### config.mk
export PLATFORM = sky130hd
export DESIGN_NAME = ebs_strobe_ctrl
export DESIGN_NICKNAME = d
export VERILOG_FILES = /design/src/ebs_pkg.sv /design/src/ebs_phase_if.sv /design/src/ebs_phase_gen.sv /design/src/ebs_strobe_ctrl.sv
export SDC_FILE = /design/constraint.sdc
export NUM_CORES = 1
export LEC_CHECK = 0
export BUFFER_PORTS_ARGS = -buffer_cell sky130_fd_sc_hd__buf_2
export CORE_UTILIZATION = 38
export CTS_BUF_LIST = sky130_fd_sc_hd__clkbuf_2 sky130_fd_sc_hd__clkbuf_4 sky130_fd_sc_hd__clkbuf_8
export CTS_CLUSTER_DIAMETER = 100
export DETAILED_ROUTE_END_ITERATION = 8
export PLACE_DENSITY = 0.72
export REMOVE_ABC_BUFFERS = 1
export SETUP_SLACK_MARGIN = 0.3
export SYNTH_ARGS = -nofsm -noshare
export SYNTH_HDL_FRONTEND = slang
export SYNTH_SLANG_ARGS = --single-unit
### constraint.sdc
create_clock -name clock_i -period 0.8 [get_ports clock_i]
set_input_delay 0.08 -clock clock_i [delete_from_list [all_inputs] [get_ports clock_i]]
set_output_delay 0.08 -clock clock_i [all_outputs]
set_load 0.05 [all_outputs]
### src/ebs_pkg.sv
/*
  Constants and types for the external bus strobe controller.
  Assumes the clock is the oscillator clock itself, one phase tick per edge.
*/
package ebs_pkg;

  // ----------------------------------------------------------------
  // machine cycle phase counter
  // ----------------------------------------------------------------
  localparam int unsigned PH_W         = 4;
  localparam logic [3:0]  PH_RESET     = 4'h0;
  localparam logic [3:0]  PH_LAST_X12  = 4'hB;
  localparam logic [3:0]  PH_LAST_X6   = 4'hA;
  localparam logic [3:0]  PH_STEP_X12  = 4'h1;
  localparam logic [3:0]  PH_STEP_X6   = 4'h2;
  localparam logic        MODE_RESET   = 1'b0;

  // ----------------------------------------------------------------
  // strobe windows, in phase units of a 12-clock machine cycle
  // ----------------------------------------------------------------
  localparam logic [3:0]  ALE1_FIRST   = 4'h0;
  localparam logic [3:0]  ALE1_LAST    = 4'h1;
  localparam logic [3:0]  ALE2_FIRST   = 4'h6;
  localparam logic [3:0]  ALE2_LAST    = 4'h7;
  localparam logic [3:0]  FETCH1_FIRST = 4'h3;
  localparam logic [3:0]  FETCH1_LAST  = 4'h5;
  localparam logic [3:0]  FETCH2_FIRST = 4'h9;
  localparam logic [3:0]  FETCH2_LAST  = 4'hB;
  localparam logic [3:0]  XSTB_FIRST   = 4'h2;
  localparam logic [3:0]  XSTB_LAST    = 4'hA;

  // ----------------------------------------------------------------
  // reset pin qualification
  // ----------------------------------------------------------------
  localparam int unsigned MC_CLOCKS_X12 = 12;
  localparam int unsigned MC_CLOCKS_X6  = 6;
  localparam int unsigned RESET_MC      = 2;
  localparam int unsigned RST_W         = 5;
  localparam logic [4:0]  RST_HOLD_X12  = 5'(RESET_MC * MC_CLOCKS_X12);
  localparam logic [4:0]  RST_HOLD_X6   = 5'(RESET_MC * MC_CLOCKS_X6);
  localparam logic [4:0]  RST_CNT_RESET = 5'h00;

  // ----------------------------------------------------------------
  // port 3 strobe positions and idle levels
  // ----------------------------------------------------------------
  localparam int unsigned P3_RD_BIT   = 7;
  localparam int unsigned P3_WR_BIT   = 6;
  localparam logic [7:0]  P3_RESET    = 8'hFF;
  localparam logic        FETCH_IDLE  = 1'b1;
  localparam logic        ALE_IDLE    = 1'b0;
  localparam logic        STRAP_RESET = 1'b0;

  typedef enum logic [0:0] {
    EBS_CYC_FETCH = 1'b0,
    EBS_CYC_DATA  = 1'b1
  } ebs_cyc_t;

endpackage

### src/ebs_phase_if.sv
/*
  Phase bundle from the machine cycle generator to the strobe logic.
  Assumes one driver (gen) and one reader (sink), both on the same clock.
*/
`timescale 1ns/100ps
interface ebs_phase_if;
  logic [3:0] phase;
  logic       cyc_end;
  logic       six_clk;

  modport gen  (output phase, output cyc_end, output six_clk);
  modport sink (input phase, input cyc_end, input six_clk);
endinterface

### src/ebs_phase_gen.sv
/*
  Machine cycle phase generator: twelve or six clocks per machine cycle.
  Assumes a synchronised active low reset and a mode input that may change any time.
*/
`timescale 1ns/100ps
module ebs_phase_gen (
  input  wire logic   clk_i,
  input  wire logic   rst_ni,
  input  wire logic   six_clock_mode_i,
  ebs_phase_if.gen    ph_if
);
  import ebs_pkg::*;

  logic [3:0] phase_q;
  logic [3:0] phase_d;
  logic       mode_q;
  wire        last_w = mode_q ? (phase_q == PH_LAST_X6) : (phase_q == PH_LAST_X12);
  wire  [3:0] step_w = mode_q ? PH_STEP_X6 : PH_STEP_X12;

  // six-clock mode steps by two so both modes share one phase decode
  assign phase_d = last_w ? PH_RESET : 4'(phase_q + step_w);

  // mode is only taken at a cycle boundary so the count never lands off-grid
  always_ff @(posedge clk_i or negedge rst_ni) begin
    if (!rst_ni) begin
      phase_q <= PH_RESET;
      mode_q  <= MODE_RESET;
    end else begin
      phase_q <= phase_d;
      if (last_w) begin
        mode_q <= six_clock_mode_i;
      end
    end
  end

  assign ph_if.phase   = phase_q;
  assign ph_if.cyc_end = last_w;
  assign ph_if.six_clk = mode_q;
endmodule

### src/ebs_strobe_ctrl.sv
/*
  External bus strobe controller: fetch strobe, address latch pulse,
  data read/write strobes on port 3, reset pin qualification and fetch strap.
  Assumes clock_i is the oscillator clock and all pin inputs are synchronous to it.
*/
// What this block does
// - fetch strobe stays high while code runs from on-chip memory
// - external fetch: fetch strobe pulses low twice per machine cycle
// - each external data access drops two consecutive fetch strobe pulses
// - reset pin high for two machine cycles resets the device
// - strap low selects external code fetch, high selects on-chip fetch
// - address latch pulse marks the low address byte on the shared bus
// - twelve-clock mode: latch pulse runs continuously at crystal over six
// - six-clock mode: latch pulse runs at crystal over three
// - each external data access drops exactly one latch pulse
// - latch strobe off bit set to one suppresses the latch output
// - port 3 bit 7 is data read strobe, bit 6 data write strobe
`timescale 1ns/100ps
module ebs_strobe_ctrl (
  input  wire logic       clock_i,
  input  wire logic       resetn_i,
  input  wire logic       reset_pin_i,
  input  wire logic       external_fetch_select_n_i,
  input  wire logic       six_clock_mode_i,
  input  wire logic       latch_strobe_off_i,
  input  wire logic       xdata_req_i,
  input  wire logic       xdata_we_i,
  input  wire logic [7:0] p3_latch_i,
  output logic            program_fetch_strobe_n_o,
  output logic            address_latch_o,
  output logic      [7:0] p3_pin_o,
  output logic            xdata_ack_o,
  output logic            device_reset_o,
  output logic            fetch_external_o
);
  import ebs_pkg::*;

  // ----------------------------------------------------------------
  // reset release
  // ----------------------------------------------------------------
  logic rst_meta_q;
  logic rst_sync_q;

  // entry into reset is immediate; leaving it waits two edges so that no flop
  // below sees the release close to a clock edge

  always_ff @(posedge clock_i or negedge resetn_i) begin
    if (!resetn_i) begin
      rst_meta_q <= 1'b0;
      rst_sync_q <= 1'b0;
    end else begin
      rst_meta_q <= 1'b1;
      rst_sync_q <= rst_meta_q;
    end
  end

  // ----------------------------------------------------------------
  // machine cycle phase
  // ----------------------------------------------------------------
  // the generator owns the cycle count; everything here only decodes its phase
  ebs_phase_if ph_if ();

  ebs_phase_gen u_phase (
    .clk_i            (clock_i),
    .rst_ni           (rst_sync_q),
    .six_clock_mode_i (six_clock_mode_i),
    .ph_if            (ph_if)
  );

  wire [3:0] phase_w = ph_if.phase;
  wire       cyc_end = ph_if.cyc_end;

  // ----------------------------------------------------------------
  // reset pin qualification
  // ----------------------------------------------------------------
  logic [4:0] rst_cnt_q;
  logic [4:0] rst_cnt_d;
  logic       pin_rst_q;

  // hold target follows the generator mode latched at a cycle boundary; the count saturates, and the at-or-above
  // compare keeps a drop to the shorter target mid-hold from being skipped
  wire  [4:0] rst_hold_w = ph_if.six_clk ? RST_HOLD_X6 : RST_HOLD_X12;
  wire        rst_full_w = (rst_cnt_q >= rst_hold_w);

  assign rst_cnt_d = !reset_pin_i ? RST_CNT_RESET :
                     rst_full_w   ? rst_cnt_q     : 5'(rst_cnt_q + 5'h01);

  always_ff @(posedge clock_i or negedge rst_sync_q) begin
    if (!rst_sync_q) begin
      rst_cnt_q <= RST_CNT_RESET;
      pin_rst_q <= 1'b0;
    end else begin
      rst_cnt_q <= rst_cnt_d;
      pin_rst_q <= reset_pin_i & rst_full_w;
    end
  end

  assign device_reset_o = pin_rst_q;

  // ----------------------------------------------------------------
  // fetch source strap
  // ----------------------------------------------------------------
  logic strap_taken_q;
  logic fetch_ext_q;

  // the strap is a board tie, so one capture per reset is enough
  // caught after release and again throughout every pin reset
  always_ff @(posedge clock_i or negedge rst_sync_q) begin
    if (!rst_sync_q) begin
      strap_taken_q <= 1'b0;
      fetch_ext_q   <= STRAP_RESET;
    end else begin
      strap_taken_q <= 1'b1;
      if (!strap_taken_q || pin_rst_q) begin
        fetch_ext_q <= !external_fetch_select_n_i;
      end
    end
  end

  assign fetch_external_o = fetch_ext_q;

  // ----------------------------------------------------------------
  // cycle type: a data access owns the whole following machine cycle
  // ----------------------------------------------------------------
  ebs_cyc_t cyc_q;
  ebs_cyc_t cyc_d;
  logic     we_q;

  // a request waits for the last phase; none is taken while the pin holds reset
  wire take_w = cyc_end & xdata_req_i & !pin_rst_q;

  always_comb begin
    cyc_d = cyc_q;
    case (cyc_q)
      EBS_CYC_FETCH: begin
        if (take_w) begin
          cyc_d = EBS_CYC_DATA;
        end
      end
      EBS_CYC_DATA: begin
        if (pin_rst_q) begin
          cyc_d = EBS_CYC_FETCH;
        end else if (cyc_end) begin
          cyc_d = take_w ? EBS_CYC_DATA : EBS_CYC_FETCH;
        end
      end
      default: begin
        cyc_d = EBS_CYC_FETCH;
      end
    endcase
  end

  always_ff @(posedge clock_i or negedge rst_sync_q) begin
    if (!rst_sync_q) begin
      cyc_q <= EBS_CYC_FETCH;
      we_q  <= 1'b0;
    end else begin
      cyc_q <= cyc_d;
      if (take_w) begin
        we_q <= xdata_we_i;
      end
    end
  end

  wire data_cyc_w = (cyc_q == EBS_CYC_DATA) & !pin_rst_q;

  // handshake only: combinational, high on the final clock of the data cycle
  assign xdata_ack_o = data_cyc_w & cyc_end;

  // ----------------------------------------------------------------
  // strobe decode
  // ----------------------------------------------------------------
  wire ale1_w   = (phase_w >= ALE1_FIRST) & (phase_w <= ALE1_LAST);
  wire ale2_w   = (phase_w >= ALE2_FIRST) & (phase_w <= ALE2_LAST);
  wire fetch1_w = (phase_w >= FETCH1_FIRST) & (phase_w <= FETCH1_LAST);
  wire fetch2_w = (phase_w >= FETCH2_FIRST) & (phase_w <= FETCH2_LAST);
  wire xstb_w   = (phase_w >= XSTB_FIRST) & (phase_w <= XSTB_LAST);

  // two pulses per cycle give crystal/6, or crystal/3 with the double step
  // the data cycle loses its first pulse only; its second latches the next fetch
  wire ale_w    = (ale1_w & !data_cyc_w) | ale2_w;
  wire ale_en_w = ale_w & !latch_strobe_off_i & !pin_rst_q;

  // both fetch pulses of the data cycle are dropped, back to back
  wire fetch_w  = fetch_ext_q & !data_cyc_w & !pin_rst_q
                & (fetch1_w | fetch2_w);

  // data strobes run whatever the fetch source; their window never meets a fetch
  wire rd_w     = data_cyc_w & !we_q & xstb_w;
  wire wr_w     = data_cyc_w & we_q & xstb_w;

  logic [7:0] p3_d;

  // only bits 7 and 6 are overridden; the rest follow the port latch
  always_comb begin
    p3_d            = p3_latch_i;
    p3_d[P3_RD_BIT] = p3_latch_i[P3_RD_BIT] & !rd_w;
    p3_d[P3_WR_BIT] = p3_latch_i[P3_WR_BIT] & !wr_w;
  end

  // ----------------------------------------------------------------
  // output registers: one clock behind the phase decode
  // ----------------------------------------------------------------
  // registering every pin keeps decode glitches off the external bus
  always_ff @(posedge clock_i or negedge rst_sync_q) begin
    if (!rst_sync_q) begin
      program_fetch_strobe_n_o <= FETCH_IDLE;
      address_latch_o          <= ALE_IDLE;
      p3_pin_o                 <= P3_RESET;
    end else begin
      program_fetch_strobe_n_o <= !fetch_w;
      address_latch_o          <= ale_en_w;
      p3_pin_o                 <= p3_d;
    end
  end
endmodule

==> results.cfg <==
[outcome]
status = finished with violations
violations = negative hold slack, negative setup slack

[logic_synthesis]
synth_edf_count = 0
synth_warnings = 0
syn_inst = 113
async_flop_share = 1.00
yosys-top-cells-area = dfrtp_1, dfstp_2, ha_1
synthDistinctLibCells = 40
synth_top_area_frac = 0.353
synth_seq_area_share = 0.538
synth_ff_type = dfrtp_1
synth_top_cell_by_area = dfrtp_1
yosys_register_bits = 27
syn-cell-area_um2 = 1280
avgSynthCellArea_um2 = 11.3

[sta]
max_freq_mhz = 601
clock_skew_ps = 3.10
slew_viol_final = 0
finalHoldViolCount = 6
min_period_ps = 1660
fin_ws_ps = -865
rsz0062_at_grt = yes
fin_crit_sh = 2.08
setup_viol = 31
holdWs_ps = -120

[routing]
dr.pass1.iters = 4
vias = 1191
drt_iter0_markers = 46
routedWlPerCell_um = 16.3
drc = 0
routed_via_density = 5.09
routed_wl_mm = 3.81
ant_nets = 0

[grt]
antenna_found_initial = 0
grt_util_met1 = 0.193
top_usage_layer = met2
overflow = 0
grt_pass1_vias = 1160
gr-usage-all-layers = 0.185
met2_usage = 0.346
grt_max_degree = 26
use_met3 = 0.0368
grt_pass1_wl_mm = 4.85

[clock_tree]
clk_pin_slew_ps = 150
cts_inserted_buffers = 3
cts.sinks = 27
cts_tree = done
cts_buffer_depth = 2
clk_latency_ps = 340
root_buffer = clkbuf_4
htreeDepth = 1
postCtsHoldBufs = 7

[critical_path]
end_kind = output pin
crit_type = flip-flop to output pin
cp_data_arrival_time_ps = 1580
startpoint_type = flip-flop
crit_required_ps = 720
crit_fanout = 4

[place]
placed_cell_area_um2 = 1650
place_congestion = 0.875
pre_cts_ws_ps = -752
place.port_buffers = 28
hpwl_mm = 1.87

[floorplanning]
num_rows = 20
io_pins = 29
die_w_um = 60.0
start_util = 0.408
dieArea_um2 = 3590
coreArea_um2 = 3130
dieHeight_um = 60.0

[layout]
num_antenna_cells = 0
area_growth_pct = 77.9
fin_nets = 214
layout_commonest_cell = buf_4
final_area_um2 = 2270
final_cell_mix = buf_4, buf_6, buf_2
drive_above_1_share = 0.611

[power_and_ir_drop]
totalPowerFinal_uw = 7140
power.leakage_uw = 0.00102
vdd_ir_drop_max_mv = 1.74
power.density_nw_per_um2 = 3140

[worst_hold_path]
min_path_type = input pin to flip-flop

[run]
maxCapViolCount = 0
metrics by stage:
step	cells	setup TNS, ps	util
floorplan	109	-10340	-
global placement	206	-10580	0.527
detailed placement	206	-11030	0.527
CTS	222	-15550	0.637
finish	234	-16260	0.726
global route	234	-17660	0.726
cells in the mapped netlist (3+ instances only):
master,count
dfrtp_1,18
inv_1,12
dfstp_2,9
a21oi_1,7
ha_1,6
nand2_1,4
nand3_1,4
nor2_1,4
o21ai_0,4
a311oi_1,3
nand2b_1,3
nor4_1,3
kinds of logic after synthesis:
kind of cell,Yosys count,share of synthesized area
flip-flops,27,0.538
multiplexers,3,0.0245
buffers and inverters,17,0.0559
other,1,0.00294
adder cells (fa/ha/maj),8,0.0824
XOR/XNOR,3,0.0206
AO/OA/AOI/OAI,27,0.152
AND/OR/NAND/NOR,27,0.124
where the power goes:
part | switching [uW] | total, uW | internal, uW
Sequential | 300 | 2030 | 1730
Combinational | 2190 | 4480 | 2290
Clock | 436 | 625 | 189
registers in the layout (all words and copies together) (netlist names):
name                      count
rst_sync_q                    1
program_fetch_strobe_n_o      1
p3_pin_o                      8
u_phase.ph_if.six_clk         1
device_reset_o                1
u_phase.ph_if.phase           4
address_latch_o               1
rst_meta_q                    1
fetch_external_o              1
rst_cnt_q                     5
cyc_q                         1
we_q                          1
strap_taken_q                 1
critical path, stage by stage (launching register included):
cell,delay [ps]
dfrtp_1,430
nand3b_1,270
nor4_4,340
buf_6,200
what timing repair did:
action,4_1_cts,5_1_grt
endpoints found under the setup margin,31,31
resized for setup,51,42
hold endpoints to repair,14,5
pin swaps,12,22
buffers inserted,5,12
final timing paths:
check | from | endpoint | slack [ps] | cells past startpoint
min in group asynchronous | resetn_i | rst_meta_q$_DFF_PN0_ | 10 | 2
max reg2reg | u_phase.ph_if.phase[2]$_DFF_PN0_ | we_q$_DFFE_PN0P_ | -800 | 4
min | external_fetch_select_n_i | fetch_external_o$_DFFE_PN0P_ | -120 | 2
max | u_phase.ph_if.phase[2]$_DFF_PN0_ | xdata_ack_o | -860 | 3
min reg2reg | rst_sync_q$_DFF_PN0_ | rst_cnt_q[4]$_DFFE_PN0N_ | 210 | 1
max in group asynchronous | rst_sync_q$_DFF_PN0_ | p3_pin_o[7]$_DFF_PN1_ | 360 | 1
layer usage:
| layer | wire, um | vias up | share of wire |
|---|---|---|---|
| met5 | 0 | - | 0 |
| met4 | 159 | 0 | 0.042 |
| met2 | 2080 | 49 | 0.55 |
| met1 | 1430 | 580 | 0.37 |
| li1 | - | 549 | - |
| met3 | 142 | 13 | 0.037 |
cell type report:
cell class / instances / area, um^2
tap: 44 / 55.1
sequential: 27 / 692
inverter: 12 / 47.5
clock inverter: 1 / 5.00
fill: 181 / 857
clock buffer: 3 / 22.5
timing repair buffer: 77 / 709
multi-input combinational: 70 / 739
(Power assumes the default switching activity.)
